[config.mk]
export PLATFORM = sky130hd
export DESIGN_NAME = onoff_supervisor_watchdog
export DESIGN_NICKNAME = d
export VERILOG_FILES = /design/src/input_debouncer.v /design/src/onoff_supervisor_watchdog.v
export VERILOG_INCLUDE_DIRS = /design/src
export SDC_FILE = /design/constraint.sdc
export NUM_CORES = 1
export LEC_CHECK = 0
export BUFFER_PORTS_ARGS = -buffer_cell sky130_fd_sc_hd__buf_2
export CAP_MARGIN = 10
export CORE_MARGIN = 2
export CORE_UTILIZATION = 28
export DETAILED_ROUTE_END_ITERATION = 6
export GPL_TIMING_DRIVEN = 0
export PLACE_DENSITY_LB_ADDON = 0.1
export SETUP_SLACK_MARGIN = 0.4
export SLEW_MARGIN = 10
export SYNTH_ARGS = -nofsm -noshare
export SYNTH_HDL_FRONTEND = slang
export SYNTH_SLANG_ARGS = --single-unit
[constraint.sdc]
create_clock -name clk_sys -period 3 [get_ports clk_sys]
set_clock_uncertainty 0.15 [all_clocks]
set_input_delay 0.3 -clock clk_sys [delete_from_list [all_inputs] [get_ports clk_sys]]
set_output_delay 0.3 -clock clk_sys [all_outputs]
set_load 0.005 [all_outputs]
[src/onoff_supervisor_defs.vh]
// constants for the on/off supervisor and watchdog
`ifndef ONOFF_SUPERVISOR_DEFS_VH
`define ONOFF_SUPERVISOR_DEFS_VH

// clock rate in kHz (20 MHz)
`define CLK_KHZ 20000
// debounce and hold times in ms
`define CHARGER_DB_MS 120
`define EN_DB_MS 30
`define SHIP_EXIT_HOLD_MS 250
`define GPI_DB_MS 30
`define CHARGER_DB_CYC (`CHARGER_DB_MS * `CLK_KHZ)
`define EN_DB_CYC (`EN_DB_MS * `CLK_KHZ)
`define SHIP_EXIT_CYC (`SHIP_EXIT_HOLD_MS * `CLK_KHZ)
`define GPI_DB_CYC (`GPI_DB_MS * `CLK_KHZ)
// watchdog base period in seconds, cycles per second
`define WDT_BASE_S 16
`define CYC_PER_S 20000000
// watchdog period select reset value: 128 s
`define WDOG_PERIOD_RST 2'h3
// software control codes
`define SFT_NONE 2'h0
`define SFT_COLD_RESET 2'h1
`define SFT_POWER_OFF 2'h2
`define SFT_SHIP 2'h3
// charger status valid / absent codes
`define CHARGER_VALID 2'h3
`define CHARGER_ABSENT 2'h0
// channel enable codes
`define EN_FORCE_OFF_A 3'h4
`define EN_FORCE_OFF_B 3'h5
`define EN_FORCE_ON_A 3'h6
`define EN_FORCE_ON_B 3'h7
// number of output channels, general inputs
`define NUM_CH 4
`define NUM_GPI 2

`endif

[src/input_debouncer.v]
// two-edge debouncer with input synchroniser
`timescale 1ns/100ps
`default_nettype none

module input_debouncer #(
  parameter [31:0] DB_CYC = 32'h0000_0010,
  parameter [0:0] RST_VAL = 1'b0
) (
  input wire clk_sys, // system clock
  input wire arst_n, // asynchronous reset, active low
  input wire raw_in, // unsynchronised input
  input wire bypass, // pass synchronised level without waiting
  output reg level_q // debounced level
);

  reg sync1_q;
  reg sync2_q;
  reg [31:0] cnt_q;

  always @(posedge clk_sys or negedge arst_n) begin
    if (!arst_n) begin
      sync1_q <= RST_VAL;
      sync2_q <= RST_VAL;
      cnt_q <= 32'h0000_0000;
      level_q <= RST_VAL;
    end else begin
      sync1_q <= raw_in;
      sync2_q <= sync1_q;
      // RULE14 restart on change
      if (sync2_q == level_q) begin
        cnt_q <= 32'h0000_0000;
      end else if (bypass || cnt_q >= DB_CYC - 32'h0000_0001) begin
        // RULE13 both edges
        level_q <= sync2_q;
        cnt_q <= 32'h0000_0000;
      end else begin
        cnt_q <= cnt_q + 32'h0000_0001;
      end
    end
  end

endmodule // input_debouncer

`default_nettype wire

[src/onoff_supervisor_watchdog.v]
// on/off supervisor: forced channels, ship state, debounce, watchdog
// How it works
// RULE1 - enable code 6 or 7 turns channel on once always-on supply is good
// RULE2 - any forced-on channel raises the main bias request
// RULE3 - enable code 4 or 5 holds channel off regardless of sequencer
// RULE4 - host requests ship state by writing 3 to software control
// RULE5 - ship with valid charger: cut battery, keep rail fed from charger
// RULE6 - ship with no valid charger: cut battery, rail left to decay
// RULE7 - entering ship state pulses the always-on reset
// RULE8 - host bus access is blocked while in ship state
// RULE9 - ship exit allowed only after system rail below 1.8V
// RULE10 - charger status going 0 to 3 after 120ms debounce exits ship
// RULE11 - enable pin held 250ms beyond its debounce exits ship
// RULE12 - battery below 1.8V releases ship state
// RULE13 - enable pin, charger and enabled general inputs debounced both edges
// RULE14 - debounced output changes only after a full stable period
// RULE15 - watchdog expiry forces shutdown and resets configuration
// RULE16 - host sets watchdog enable bit to start the timer
// RULE17 - watchdog period select picks 16, 32, 64 or 128 seconds
// RULE18 - watchdog period select resets to 128 seconds
// RULE19 - host sets clear bit within each period to restart timer
// RULE20 - lock bit is read-only, from factory programming
// RULE21 - unlocked: enable resets to default, writes set and clear it
// RULE22 - locked, default 0: writes of 1 taken, writes of 0 ignored
// RULE23 - locked, default 1: watchdog can never be disabled
// RULE24 - software control 1 is cold reset, 2 is power-off
// RULE25 - clear bit drops by itself after restarting the timer
`timescale 1ns/100ps
`default_nettype none
`include "onoff_supervisor_defs.vh"

module onoff_supervisor_watchdog #(
  parameter [31:0] CHARGER_DB_CYC = `CHARGER_DB_CYC,
  parameter [31:0] EN_DB_CYC = `EN_DB_CYC,
  parameter [31:0] SHIP_EXIT_CYC = `SHIP_EXIT_CYC,
  parameter [31:0] GPI_DB_CYC = `GPI_DB_CYC,
  parameter [31:0] CYC_PER_S = `CYC_PER_S
) (
  input wire clk_sys, // 20 MHz system clock
  input wire arst_n, // asynchronous reset, active low
  input wire [11:0] switcher_channel_enable_code, // 3 switchers x 3 bits
  input wire [2:0] linear_channel_enable_code, // linear channel code
  input wire always_on_supply_ok, // always-on supply above its threshold
  input wire [1:0] software_power_control, // host control field
  input wire software_power_control_wr, // pulse: field written
  input wire charger_input_raw, // raw charger valid comparator
  input wire enable_pin_n, // enable pin, active low
  input wire [1:0] gpi_raw, // general inputs
  input wire [1:0] input_debounce_enable, // per general input
  input wire system_rail_low, // system rail under about 1.8V
  input wire battery_rail_low, // battery under about 1.8V
  input wire host_access_req, // host wants a bus transaction
  input wire watchdog_lock_bit, // factory lock
  input wire watchdog_enable_default, // factory enable default
  input wire watchdog_enable_wdata, // written enable value
  input wire watchdog_enable_wr, // pulse: enable bit written
  input wire [1:0] watchdog_period_wdata, // written period select
  input wire watchdog_period_wr, // pulse: period written
  input wire watchdog_clear_wr, // pulse: clear bit written as 1
  output reg [3:0] channel_force_on_q, // per channel forced on
  output reg [3:0] channel_force_off_q, // per channel forced off
  output reg main_bias_on_q, // main bias request
  output reg ship_state_q, // in ship state
  output reg battery_disconnect_q, // battery cut from system rail
  output reg system_from_charger_q, // rail fed from charger
  output reg always_on_reset_q, // pulse: always-on reset
  output reg host_access_grant_q, // host bus transaction allowed
  output reg cold_reset_q, // pulse: software cold reset
  output reg power_off_q, // pulse: software power-off
  output reg shutdown_q, // pulse: watchdog shutdown
  output reg config_reset_q, // pulse: configuration reset
  output reg [1:0] charger_input_status_q, // 3 valid, 0 absent
  output reg enable_debounced_q, // debounced enable, active high
  output reg [1:0] gpi_level_q, // debounced general inputs
  output reg watchdog_enable_bit_q, // watchdog running
  output reg [1:0] watchdog_period_select_q, // period select
  output reg watchdog_clear_bit_q, // clear pending
  output reg watchdog_lock_bit_q // lock readback
);

  wire chg_db;
  wire en_db;
  wire [1:0] gpi_db;
  reg [1:0] chg_status_prev_q;
  reg [31:0] hold_cnt_q;
  reg [31:0] sec_cnt_q;
  reg [7:0] wd_sec_q;
  reg lock_cap_q;
  reg en_def_cap_q;
  reg straps_taken_q;
  reg [2:0] code;
  reg [3:0] on_d;
  reg [3:0] off_d;
  reg [7:0] wd_limit;
  integer i;
  wire host_open;

  // RULE8 watchdog writes refused in ship state
  assign host_open = !ship_state_q;

  // RULE13 charger debounce
  input_debouncer #(.DB_CYC(CHARGER_DB_CYC), .RST_VAL(1'b0)) u_chg_db (
    .clk_sys(clk_sys),
    .arst_n(arst_n),
    .raw_in(charger_input_raw),
    .bypass(1'b0),
    .level_q(chg_db)
  );

  // RULE13 enable pin debounce
  input_debouncer #(.DB_CYC(EN_DB_CYC), .RST_VAL(1'b0)) u_en_db (
    .clk_sys(clk_sys),
    .arst_n(arst_n),
    .raw_in(~enable_pin_n),
    .bypass(1'b0),
    .level_q(en_db)
  );

  // general inputs filtered only when their debounce bit is set
  genvar g;
  generate
    for (g = 0; g < `NUM_GPI; g = g + 1) begin : gen_gpi
      input_debouncer #(.DB_CYC(GPI_DB_CYC), .RST_VAL(1'b0)) u_gpi_db (
        .clk_sys(clk_sys),
        .arst_n(arst_n),
        .raw_in(gpi_raw[g]),
        .bypass(~input_debounce_enable[g]),
        .level_q(gpi_db[g])
      );
    end
  endgenerate

  // channel decode: 3 switchers then the linear one
  always @* begin
    on_d = 4'h0;
    off_d = 4'h0;
    code = 3'h0;
    for (i = 0; i < `NUM_CH; i = i + 1) begin
      if (i < 3) begin
        code = switcher_channel_enable_code[i*3 +: 3];
      end else begin
        code = linear_channel_enable_code;
      end
      // RULE1 forced on
      on_d[i] = (code == `EN_FORCE_ON_A) || (code == `EN_FORCE_ON_B);
      // RULE3 forced off
      off_d[i] = (code == `EN_FORCE_OFF_A) || (code == `EN_FORCE_OFF_B);
    end
  end

  // RULE17 period is 16 s shifted by the select
  always @* begin
    wd_limit = 8'h00;
    case (watchdog_period_select_q)
      2'h0: wd_limit = 8'h10;
      2'h1: wd_limit = 8'h20;
      2'h2: wd_limit = 8'h40;
      2'h3: wd_limit = 8'h80;
      default: wd_limit = 8'h80;
    endcase
  end

  always @(posedge clk_sys or negedge arst_n) begin
    if (!arst_n) begin
      channel_force_on_q <= 4'h0;
      channel_force_off_q <= 4'h0;
      main_bias_on_q <= 1'b0;
      charger_input_status_q <= `CHARGER_ABSENT;
      chg_status_prev_q <= `CHARGER_ABSENT;
      enable_debounced_q <= 1'b0;
      gpi_level_q <= 2'h0;
    end else begin
      // RULE1 start only with supply good
      channel_force_on_q <= always_on_supply_ok ? on_d : 4'h0;
      // RULE3 hold off
      channel_force_off_q <= off_d;
      // RULE2 bias follows forced channels
      main_bias_on_q <= always_on_supply_ok && (|on_d);
      charger_input_status_q <= chg_db ? `CHARGER_VALID : `CHARGER_ABSENT;
      chg_status_prev_q <= charger_input_status_q;
      enable_debounced_q <= en_db;
      gpi_level_q <= gpi_db;
    end
  end

  // ship state and software commands
  always @(posedge clk_sys or negedge arst_n) begin
    if (!arst_n) begin
      ship_state_q <= 1'b0;
      battery_disconnect_q <= 1'b0;
      system_from_charger_q <= 1'b0;
      always_on_reset_q <= 1'b0;
      host_access_grant_q <= 1'b0;
      cold_reset_q <= 1'b0;
      power_off_q <= 1'b0;
      hold_cnt_q <= 32'h0000_0000;
    end else begin
      always_on_reset_q <= 1'b0;
      cold_reset_q <= 1'b0;
      power_off_q <= 1'b0;
      // RULE8 no host access in ship
      host_access_grant_q <= host_access_req && !ship_state_q;
      if (!ship_state_q) begin
        hold_cnt_q <= 32'h0000_0000;
        if (software_power_control_wr) begin
          case (software_power_control)
            // RULE24 cold reset
            `SFT_COLD_RESET: cold_reset_q <= 1'b1;
            // RULE24 power-off
            `SFT_POWER_OFF: power_off_q <= 1'b1;
            `SFT_SHIP: begin
              ship_state_q <= 1'b1;
              battery_disconnect_q <= 1'b1;
              // RULE5 RULE6 rail source by charger
              system_from_charger_q <=
                (charger_input_status_q == `CHARGER_VALID);
              // RULE7 always-on reset
              always_on_reset_q <= 1'b1;
            end
            default: cold_reset_q <= 1'b0;
          endcase
        end
      end else begin
        // rail stays charger-fed only while charger holds
        if (charger_input_status_q != `CHARGER_VALID) begin
          system_from_charger_q <= 1'b0;
        end
        // RULE11 enable hold timer
        if (enable_debounced_q && hold_cnt_q < SHIP_EXIT_CYC) begin
          hold_cnt_q <= hold_cnt_q + 32'h0000_0001;
        end else if (!enable_debounced_q) begin
          hold_cnt_q <= 32'h0000_0000;
        end
        // RULE12 battery removed
        if (battery_rail_low) begin
          ship_state_q <= 1'b0;
          battery_disconnect_q <= 1'b0;
          system_from_charger_q <= 1'b0;
        // RULE9 exits need rail low
        end else if (system_rail_low &&
            // RULE10 charger 0 to 3
            ((chg_status_prev_q == `CHARGER_ABSENT &&
              charger_input_status_q == `CHARGER_VALID) ||
            // RULE11 long enable press
             hold_cnt_q >= SHIP_EXIT_CYC)) begin
          ship_state_q <= 1'b0;
          battery_disconnect_q <= 1'b0;
          system_from_charger_q <= 1'b0;
        end
      end
    end
  end

  // factory straps caught once after reset release
  always @(posedge clk_sys or negedge arst_n) begin
    if (!arst_n) begin
      straps_taken_q <= 1'b0;
      lock_cap_q <= 1'b0;
      en_def_cap_q <= 1'b0;
    end else if (!straps_taken_q) begin
      straps_taken_q <= 1'b1;
      lock_cap_q <= watchdog_lock_bit;
      en_def_cap_q <= watchdog_enable_default;
    end
  end

  // watchdog; always-on reset restores its defaults too
  always @(posedge clk_sys or negedge arst_n) begin
    if (!arst_n) begin
      watchdog_enable_bit_q <= 1'b0;
      // RULE18 longest period
      watchdog_period_select_q <= `WDOG_PERIOD_RST;
      watchdog_clear_bit_q <= 1'b0;
      watchdog_lock_bit_q <= 1'b0;
      sec_cnt_q <= 32'h0000_0000;
      wd_sec_q <= 8'h00;
      shutdown_q <= 1'b0;
      config_reset_q <= 1'b0;
    end else begin
      shutdown_q <= 1'b0;
      config_reset_q <= always_on_reset_q;
      // RULE20 lock is read-only
      watchdog_lock_bit_q <= lock_cap_q;
      if (!straps_taken_q || always_on_reset_q) begin
        // RULE21 default from factory
        watchdog_enable_bit_q <= watchdog_enable_default;
        watchdog_period_select_q <= `WDOG_PERIOD_RST;
        watchdog_clear_bit_q <= 1'b0;
        sec_cnt_q <= 32'h0000_0000;
        wd_sec_q <= 8'h00;
      end else begin
        if (watchdog_period_wr && host_open) begin
          watchdog_period_select_q <= watchdog_period_wdata;
        end
        // RULE23 locked and on stays on
        if (lock_cap_q && en_def_cap_q) begin
          watchdog_enable_bit_q <= 1'b1;
        // RULE22 locked: only writes of 1
        end else if (lock_cap_q) begin
          if (watchdog_enable_wr && watchdog_enable_wdata && host_open) begin
            watchdog_enable_bit_q <= 1'b1;
          end
        // RULE21 unlocked: any write
        end else if (watchdog_enable_wr && host_open) begin
          watchdog_enable_bit_q <= watchdog_enable_wdata;
        end
        // RULE19 clear restarts timer
        if (watchdog_clear_bit_q || !watchdog_enable_bit_q) begin
          sec_cnt_q <= 32'h0000_0000;
          wd_sec_q <= 8'h00;
        end else if (sec_cnt_q >= CYC_PER_S - 32'h0000_0001) begin
          sec_cnt_q <= 32'h0000_0000;
          if (wd_sec_q + 8'h01 >= wd_limit) begin
            // RULE15 expiry shuts down
            shutdown_q <= 1'b1;
            config_reset_q <= 1'b1;
            wd_sec_q <= 8'h00;
          end else begin
            wd_sec_q <= wd_sec_q + 8'h01;
          end
        end else begin
          sec_cnt_q <= sec_cnt_q + 32'h0000_0001;
        end
        // RULE25 clear self-clears, new write wins
        if (watchdog_clear_wr && host_open) begin
          watchdog_clear_bit_q <= 1'b1;
        end else if (watchdog_clear_bit_q) begin
          watchdog_clear_bit_q <= 1'b0;
        end
      end
    end
  end

endmodule // onoff_supervisor_watchdog

`default_nettype wire

# Yosys cells after proc, flatten, opt, wreduce, memory -nomap -nowiden
# Index checks and enable logic that the tools add are counted.
# totals
elab_cells	199
register_bits	245
output_inout_bits	28
# classes
addsub	7
n_reduce_logical	42
magnitude_cmp	8
mux	61
eq_ne	32
bitwise	7
# op_table
cell	count
$mux 32	14
$add 32x1->32 const B	6
$ge 32x20->1 const B	3
$eq 3x3->1 const B	16
$mux 1	38
$ge 32x22->1 const B	1
$ge 32x23->1 const B	1
$ge 32x25->1 const B	1
$lt 32x23->1 const B	1
$mux 8	4
$pmux 8 s4	1
$logic_or 1x1->1	13
$logic_and 1x1->1	11
$eq 2x2->1 const B	5
$reduce_and 2->1	5
$add 8x1->8 const B	1
$ge 8x8->1	1
$not 1->1	7
$mux 2	3
$ne 3x2->1 const B	2
$reduce_and 3->1	2
$reduce_bool 2->1	3
$eq 1x1->1	4
$eq 2x1->1 const B	2
other kinds (9)	12

# Logic depth before layout (Yosys ltp)
# depth
ltp_word	7
ltp_mapped	11

# Hierarchy
# Synthesis repeated with hierarchy kept, for this count alone.
# unflattened
hier_cells	981
area_unflattened_um2	10759.1
# by_module_without_submodules
mod	cells_each	seq_area_each_um2	area_per_inst_um2	instances
onoff_supervisor_watchdog	472	2580.0	4877.2	1
input_debouncer (gen_gpi[0].u_gpi_db ...)	125	875.8	1462.7	3
input_debouncer (u_chg_db)	134	875.8	1493.9	1

# Worst setup path before layout
# Ideal clock, no wire load.
# synth_timing
path_kind	reg2reg
from	register wd_sec_q[0]
to	register wd_sec_q[7]
stages_incl_launch_ff	12
path_buffers	0
required_ps	2784
t_arrival_ps	2486
setup_time_ps	66
path_slack_ps	298
synth_period_minus_slack_ps	2702
path_cell_list	dfrtp_1 -> ha_1 -> and3_1 -> nand3_1 -> xnor2_1 -> ha_1 -> nor3_1 -> o21ai_0 -> o32ai_1 -> and2_1 -> and2_1 -> a22o_1
# synth_via
elab_chain_len	6
# synth_lines
element	line_no	source
start: declaration	onoff_supervisor_watchdog.v:87	reg [7:0] wd_sec_q;
start signal: assignment	onoff_supervisor_watchdog.v:319	wd_sec_q <= wd_sec_q + 8'h01;
$add 8x1->8 (*)	onoff_supervisor_watchdog.v:313, onoff_supervisor_watchdog.v:319	
$ge 8x8->1	onoff_supervisor_watchdog.v:313	if (wd_sec_q + 8'h01 >= wd_limit) begin
$mux 8 (*)	onoff_supervisor_watchdog.v:313	
$mux 8 (*)	onoff_supervisor_watchdog.v:311	end else if (sec_cnt_q >= CYC_PER_S - 32'h0000_0001) begin
$mux 8 (*)	onoff_supervisor_watchdog.v:308	if (watchdog_clear_bit_q || !watchdog_enable_bit_q) begin
$mux 8 (*)	onoff_supervisor_watchdog.v:284	if (!straps_taken_q || always_on_reset_q) begin
# Mark *: on every way between the ends. The rest lies on a longest branch, timed or not. The select of a mux whose other input is x is not followed.
# A chain may end at the register's enable or synchronous reset.

# Final worst setup path
# layout_timing
from	register wd_sec_q[3]
to	register wd_sec_q[3]
# Same word-level chain as after synthesis.

==> flow_metrics.tcl <==
set metrics [dict create \
    status "finished clean" \
    critPathRequiredTime_ns 3.29 \
    syn_to_final_growth_pct 29.06 \
    avgRoutedWirePerCell_um 12.57 \
    cp_slowest_cell "dfrtp_2" \
    root_buffer "clkbuf_16" \
    ff2ff_path_depth 10 \
    fp.dieArea_mm2 0.03791 \
    hold_path_class "input port to flip-flop" \
    clock_path_buffers 3 \
    path_cells "and3_4 -> nand3_4 -> xnor2_2 -> ha_1 -> nand3_2 -> nor4_4 -> o32ai_2 -> buf_4 -> and2_4 -> a32o_1" \
    core_area_mm2 0.03566 \
    rsz0062_at_grt "true" \
    viasPerCell 4.371 \
    cts.clk_slew.worst_paths_ns 0.06 \
    synth_ff_type "dfrtp_1" \
    p_comb_share_pct 3.7 \
    final_cell_area_mm2 0.01314 \
    syn-cell-area_mm2 0.01018 \
    wirelength_mm 20.21 \
    maxCapViolCount 0 \
    drc_errors 0 \
    post-route-min-period_ns 2.526 \
    clk_latency_ns 0.55 \
    grt_pass1_vias 7290 \
    fin_util_pct 36.86 \
    drt_iter0_drc 306 \
    whs_ns 0.05109 \
    p_int_w 0.006221 \
    switching_share_pct 20.67 \
    grt.overflow.total 0 \
    clockPowerShare_pct 52.9 \
    netSwitchingPower_w 0.001621 \
    cellLeakagePower_nw 5.732 \
    fin_cells 1608 \
    ant_nets 0 \
    syn_inst 929 \
    io-pin-count 66 \
    place.gp.congestion 0.7065 \
    synth.distinct_cells 59 \
    portBuffers 58 \
    ys_seq_area_share_pct 59.74 \
    cpPeakStageDelay_ns 0.41 \
    ys_async_sr_fraction_pct 100.0 \
    nNetsFinal 1174 \
    synth_area_leader_cell "dfrtp_1" \
    hold_violations 0 \
    critPathArrivalTime_ns 2.82 \
    place_hpwl_mm 12.45 \
    start_kind "flip-flop" \
    slew_headroom_pct 45.68 \
    firstDrtPassIters 4 \
    synth-seq-cells 243 \
    synth_top_area_share_pct 59.23 \
    grt_max_degree 98 \
    clock-sinks 243 \
    pwr-share-seq_pct 43.4 \
    post-route-period-util_pct 84.19 \
    reg2reg_from "wd_sec_q[3]" \
    setup_violations 0 \
    synth_most_common_cell "dfrtp_1" \
    reg2reg_to "wd_sec_q[3]" \
    placed_cell_area_mm2 0.01133 \
    cp_max_fo 7 \
    yosysWarnings 0 \
    post-place-cells 1502 \
    h-tree-depth 1 \
    synth_edf_count 0 \
    critPathLaunch "wd_sec_q[3]" \
    maxSlewViolCount 0 \
    synth.avg_cell_area_um2 10.96 \
    die_w_um 194.7 \
    vias 7029 \
    powerDensity_mw_per_mm2 596.7 \
    num_rows 69 \
    grt_pass1_wl_mm 35.77 \
    diodes 0 \
    fmax_ghz 0.3960 \
    ir_drop_mv 0.4385 \
    cts_buffers 30 \
    synth_area_leaders "dfrtp_1 59%, nor2_1 5.9%, xor2_1 5.8%" \
    tritoncts "yes" \
    layout-drive-gt1-share_pct 15.61 \
    antenna_found_initial 0 \
    initial_utilization_pct 28.56 \
    worstSetupPathType "flip-flop to flip-flop" \
    fillers 3503 \
    dieHeight_um 194.7 \
    synthTopCellsByCount "241 x dfrtp_1, 160 x nor2_1, 67 x xor2_1" \
    endpoint "wd_sec_q[3]" \
    grt.total_usage_pct 11.20 \
    worst_pin_slew_ns 0.8086 \
    crit_path_end_kind "flip-flop" \
    r2r_setup_slack_ns 0.47 \
]
==> layout make-up <==
type,count,area [µm²],share of cell area (%)
inverters,19,71.32,0.5427
flip-flops and latches,243,6088,46.33
well taps,461,576.8,4.389
clock buffers,39,875.8,6.665
clock inverters,17,294.0,2.237
plain buffers,20,110.1,0.8379
multi-input cells,699,4299,32.71
repair buffers,110,825.8,6.284
==> metrics by stage <==
stage               total power, W  setup slack (ns)  setup TNS (ns)
floorplan                 0.003537            0.4101               0
detailed placement        0.003703           0.04367               0
global route              0.008180            0.3610               0
finish                    0.007842            0.4744               0
CTS                       0.008003            0.4166               0
global placement          0.003694            -3.344         -799.86
==> flip-flops by register name, indices dropped and copies added (netlist names), 2 cells and up <==
signal and flops:
channel_force_off_q 4, channel_force_on_q 4, gen_gpi.u_gpi_db.cnt_q 64, gen_gpi.u_gpi_db.level_q 2, gen_gpi.u_gpi_db.sync1_q 2, gen_gpi.u_gpi_db.sync2_q 2
gpi_level_q 2, hold_cnt_q 32, sec_cnt_q 32, u_chg_db.cnt_q 32, u_en_db.cnt_q 32, watchdog_period_select_q 2
wd_sec_q 8
==> cells by family (layout without fill, tap and decap cells) <==
group	Yosys count	in the layout	share of synthesized area, %
other	2	54	0.07376
and+or+nand+nor	431	431	20.90
muxes	10	10	1.057
DFF	243	243	59.74
xor gates and xnor gates	115	115	9.892
AOI/OAI and AO/OA	76	76	5.075
buffers and inverters	39	205	1.659
adders and majority gates	13	13	1.597
==> power by group through the flow <==
stage	sequential, W	combinational (W)	clock (W)
floorplan	0.00345	0.0000862	0
global placement	0.00346	0.000231	0
global route	0.00341	0.000334	0.00444
finish	0.00340	0.000290	0.00415
detailed placement	0.00346	0.000240	0
CTS	0.00340	0.000292	0.00431
==> worst max-delay path: cells and delay by family (launching register included) <==
kind / cells / cell delay [ns]
DFF: 1 / 0.41
adders and majority gates: 1 / 0.32
buffers and inverters: 1 / 0.17
and+or+nand+nor: 5 / 0.88
xor gates and xnor gates: 1 / 0.14
AOI/OAI and AO/OA: 2 / 0.34
==> repair_timing <==
action	CTS	global route
pin swaps	3	10
cloned	0	0
setup endpoints to repair	42	99
resized for setup	11	36
hold buffers	38	0
endpoints found under the hold margin	95	0
setup buffers	5	7
==> layer usage <==
metal | share of wire [%] | global-route usage (%)
met2 | 44 | 17.71
met5 | 0 | 0
met4 | 2.9 | 3.647
met3 | 3.8 | 2.343
met1 | 49 | 15.35
==> placed cells by master (no fill, tap or decap), types with 10 or more instances in the layout <==
| master | instances |
|---|---|
| conb_1 | 54 |
| xnor2_1 | 45 |
| xor2_1 | 67 |
| nand2_1 | 54 |
| buf_2 | 60 |
| o21ai_0 | 18 |
| buf_4 | 13 |
| dlygate4sd3_1 | 38 |
| clkbuf_16 | 31 |
| nand3_1 | 55 |
| nor3_1 | 16 |
| a21oi_1 | 15 |
| ha_1 | 10 |
| and3_1 | 36 |
| or3_1 | 12 |
| nor4_1 | 15 |
| inv_1 | 19 |
| nor2_1 | 158 |
| dfrtp_1 | 237 |
| and4_1 | 14 |
| nand4_1 | 26 |
==> how the worst min path moves through the flow <==
stage,slack [ns],cells past startpoint,end,startpoint
CTS,0.04,4,watchdog_period_select_q[1],watchdog_period_wr
detailed placement,0.16,1,hold_cnt_q[3],arst_n
global route,0.06,4,watchdog_period_select_q[1],watchdog_period_wr
global placement,0.18,0,gen_gpi[1].u_gpi_db.sync2_q,gen_gpi[1].u_gpi_db.sync1_q
finish,0.05,5,gen_gpi[0].u_gpi_db.level_q,input_debounce_enable[0]
floorplan,-0.15,0,always_on_reset_q,arst_n
No activity file was read; power rests on OpenSTA's default activity.
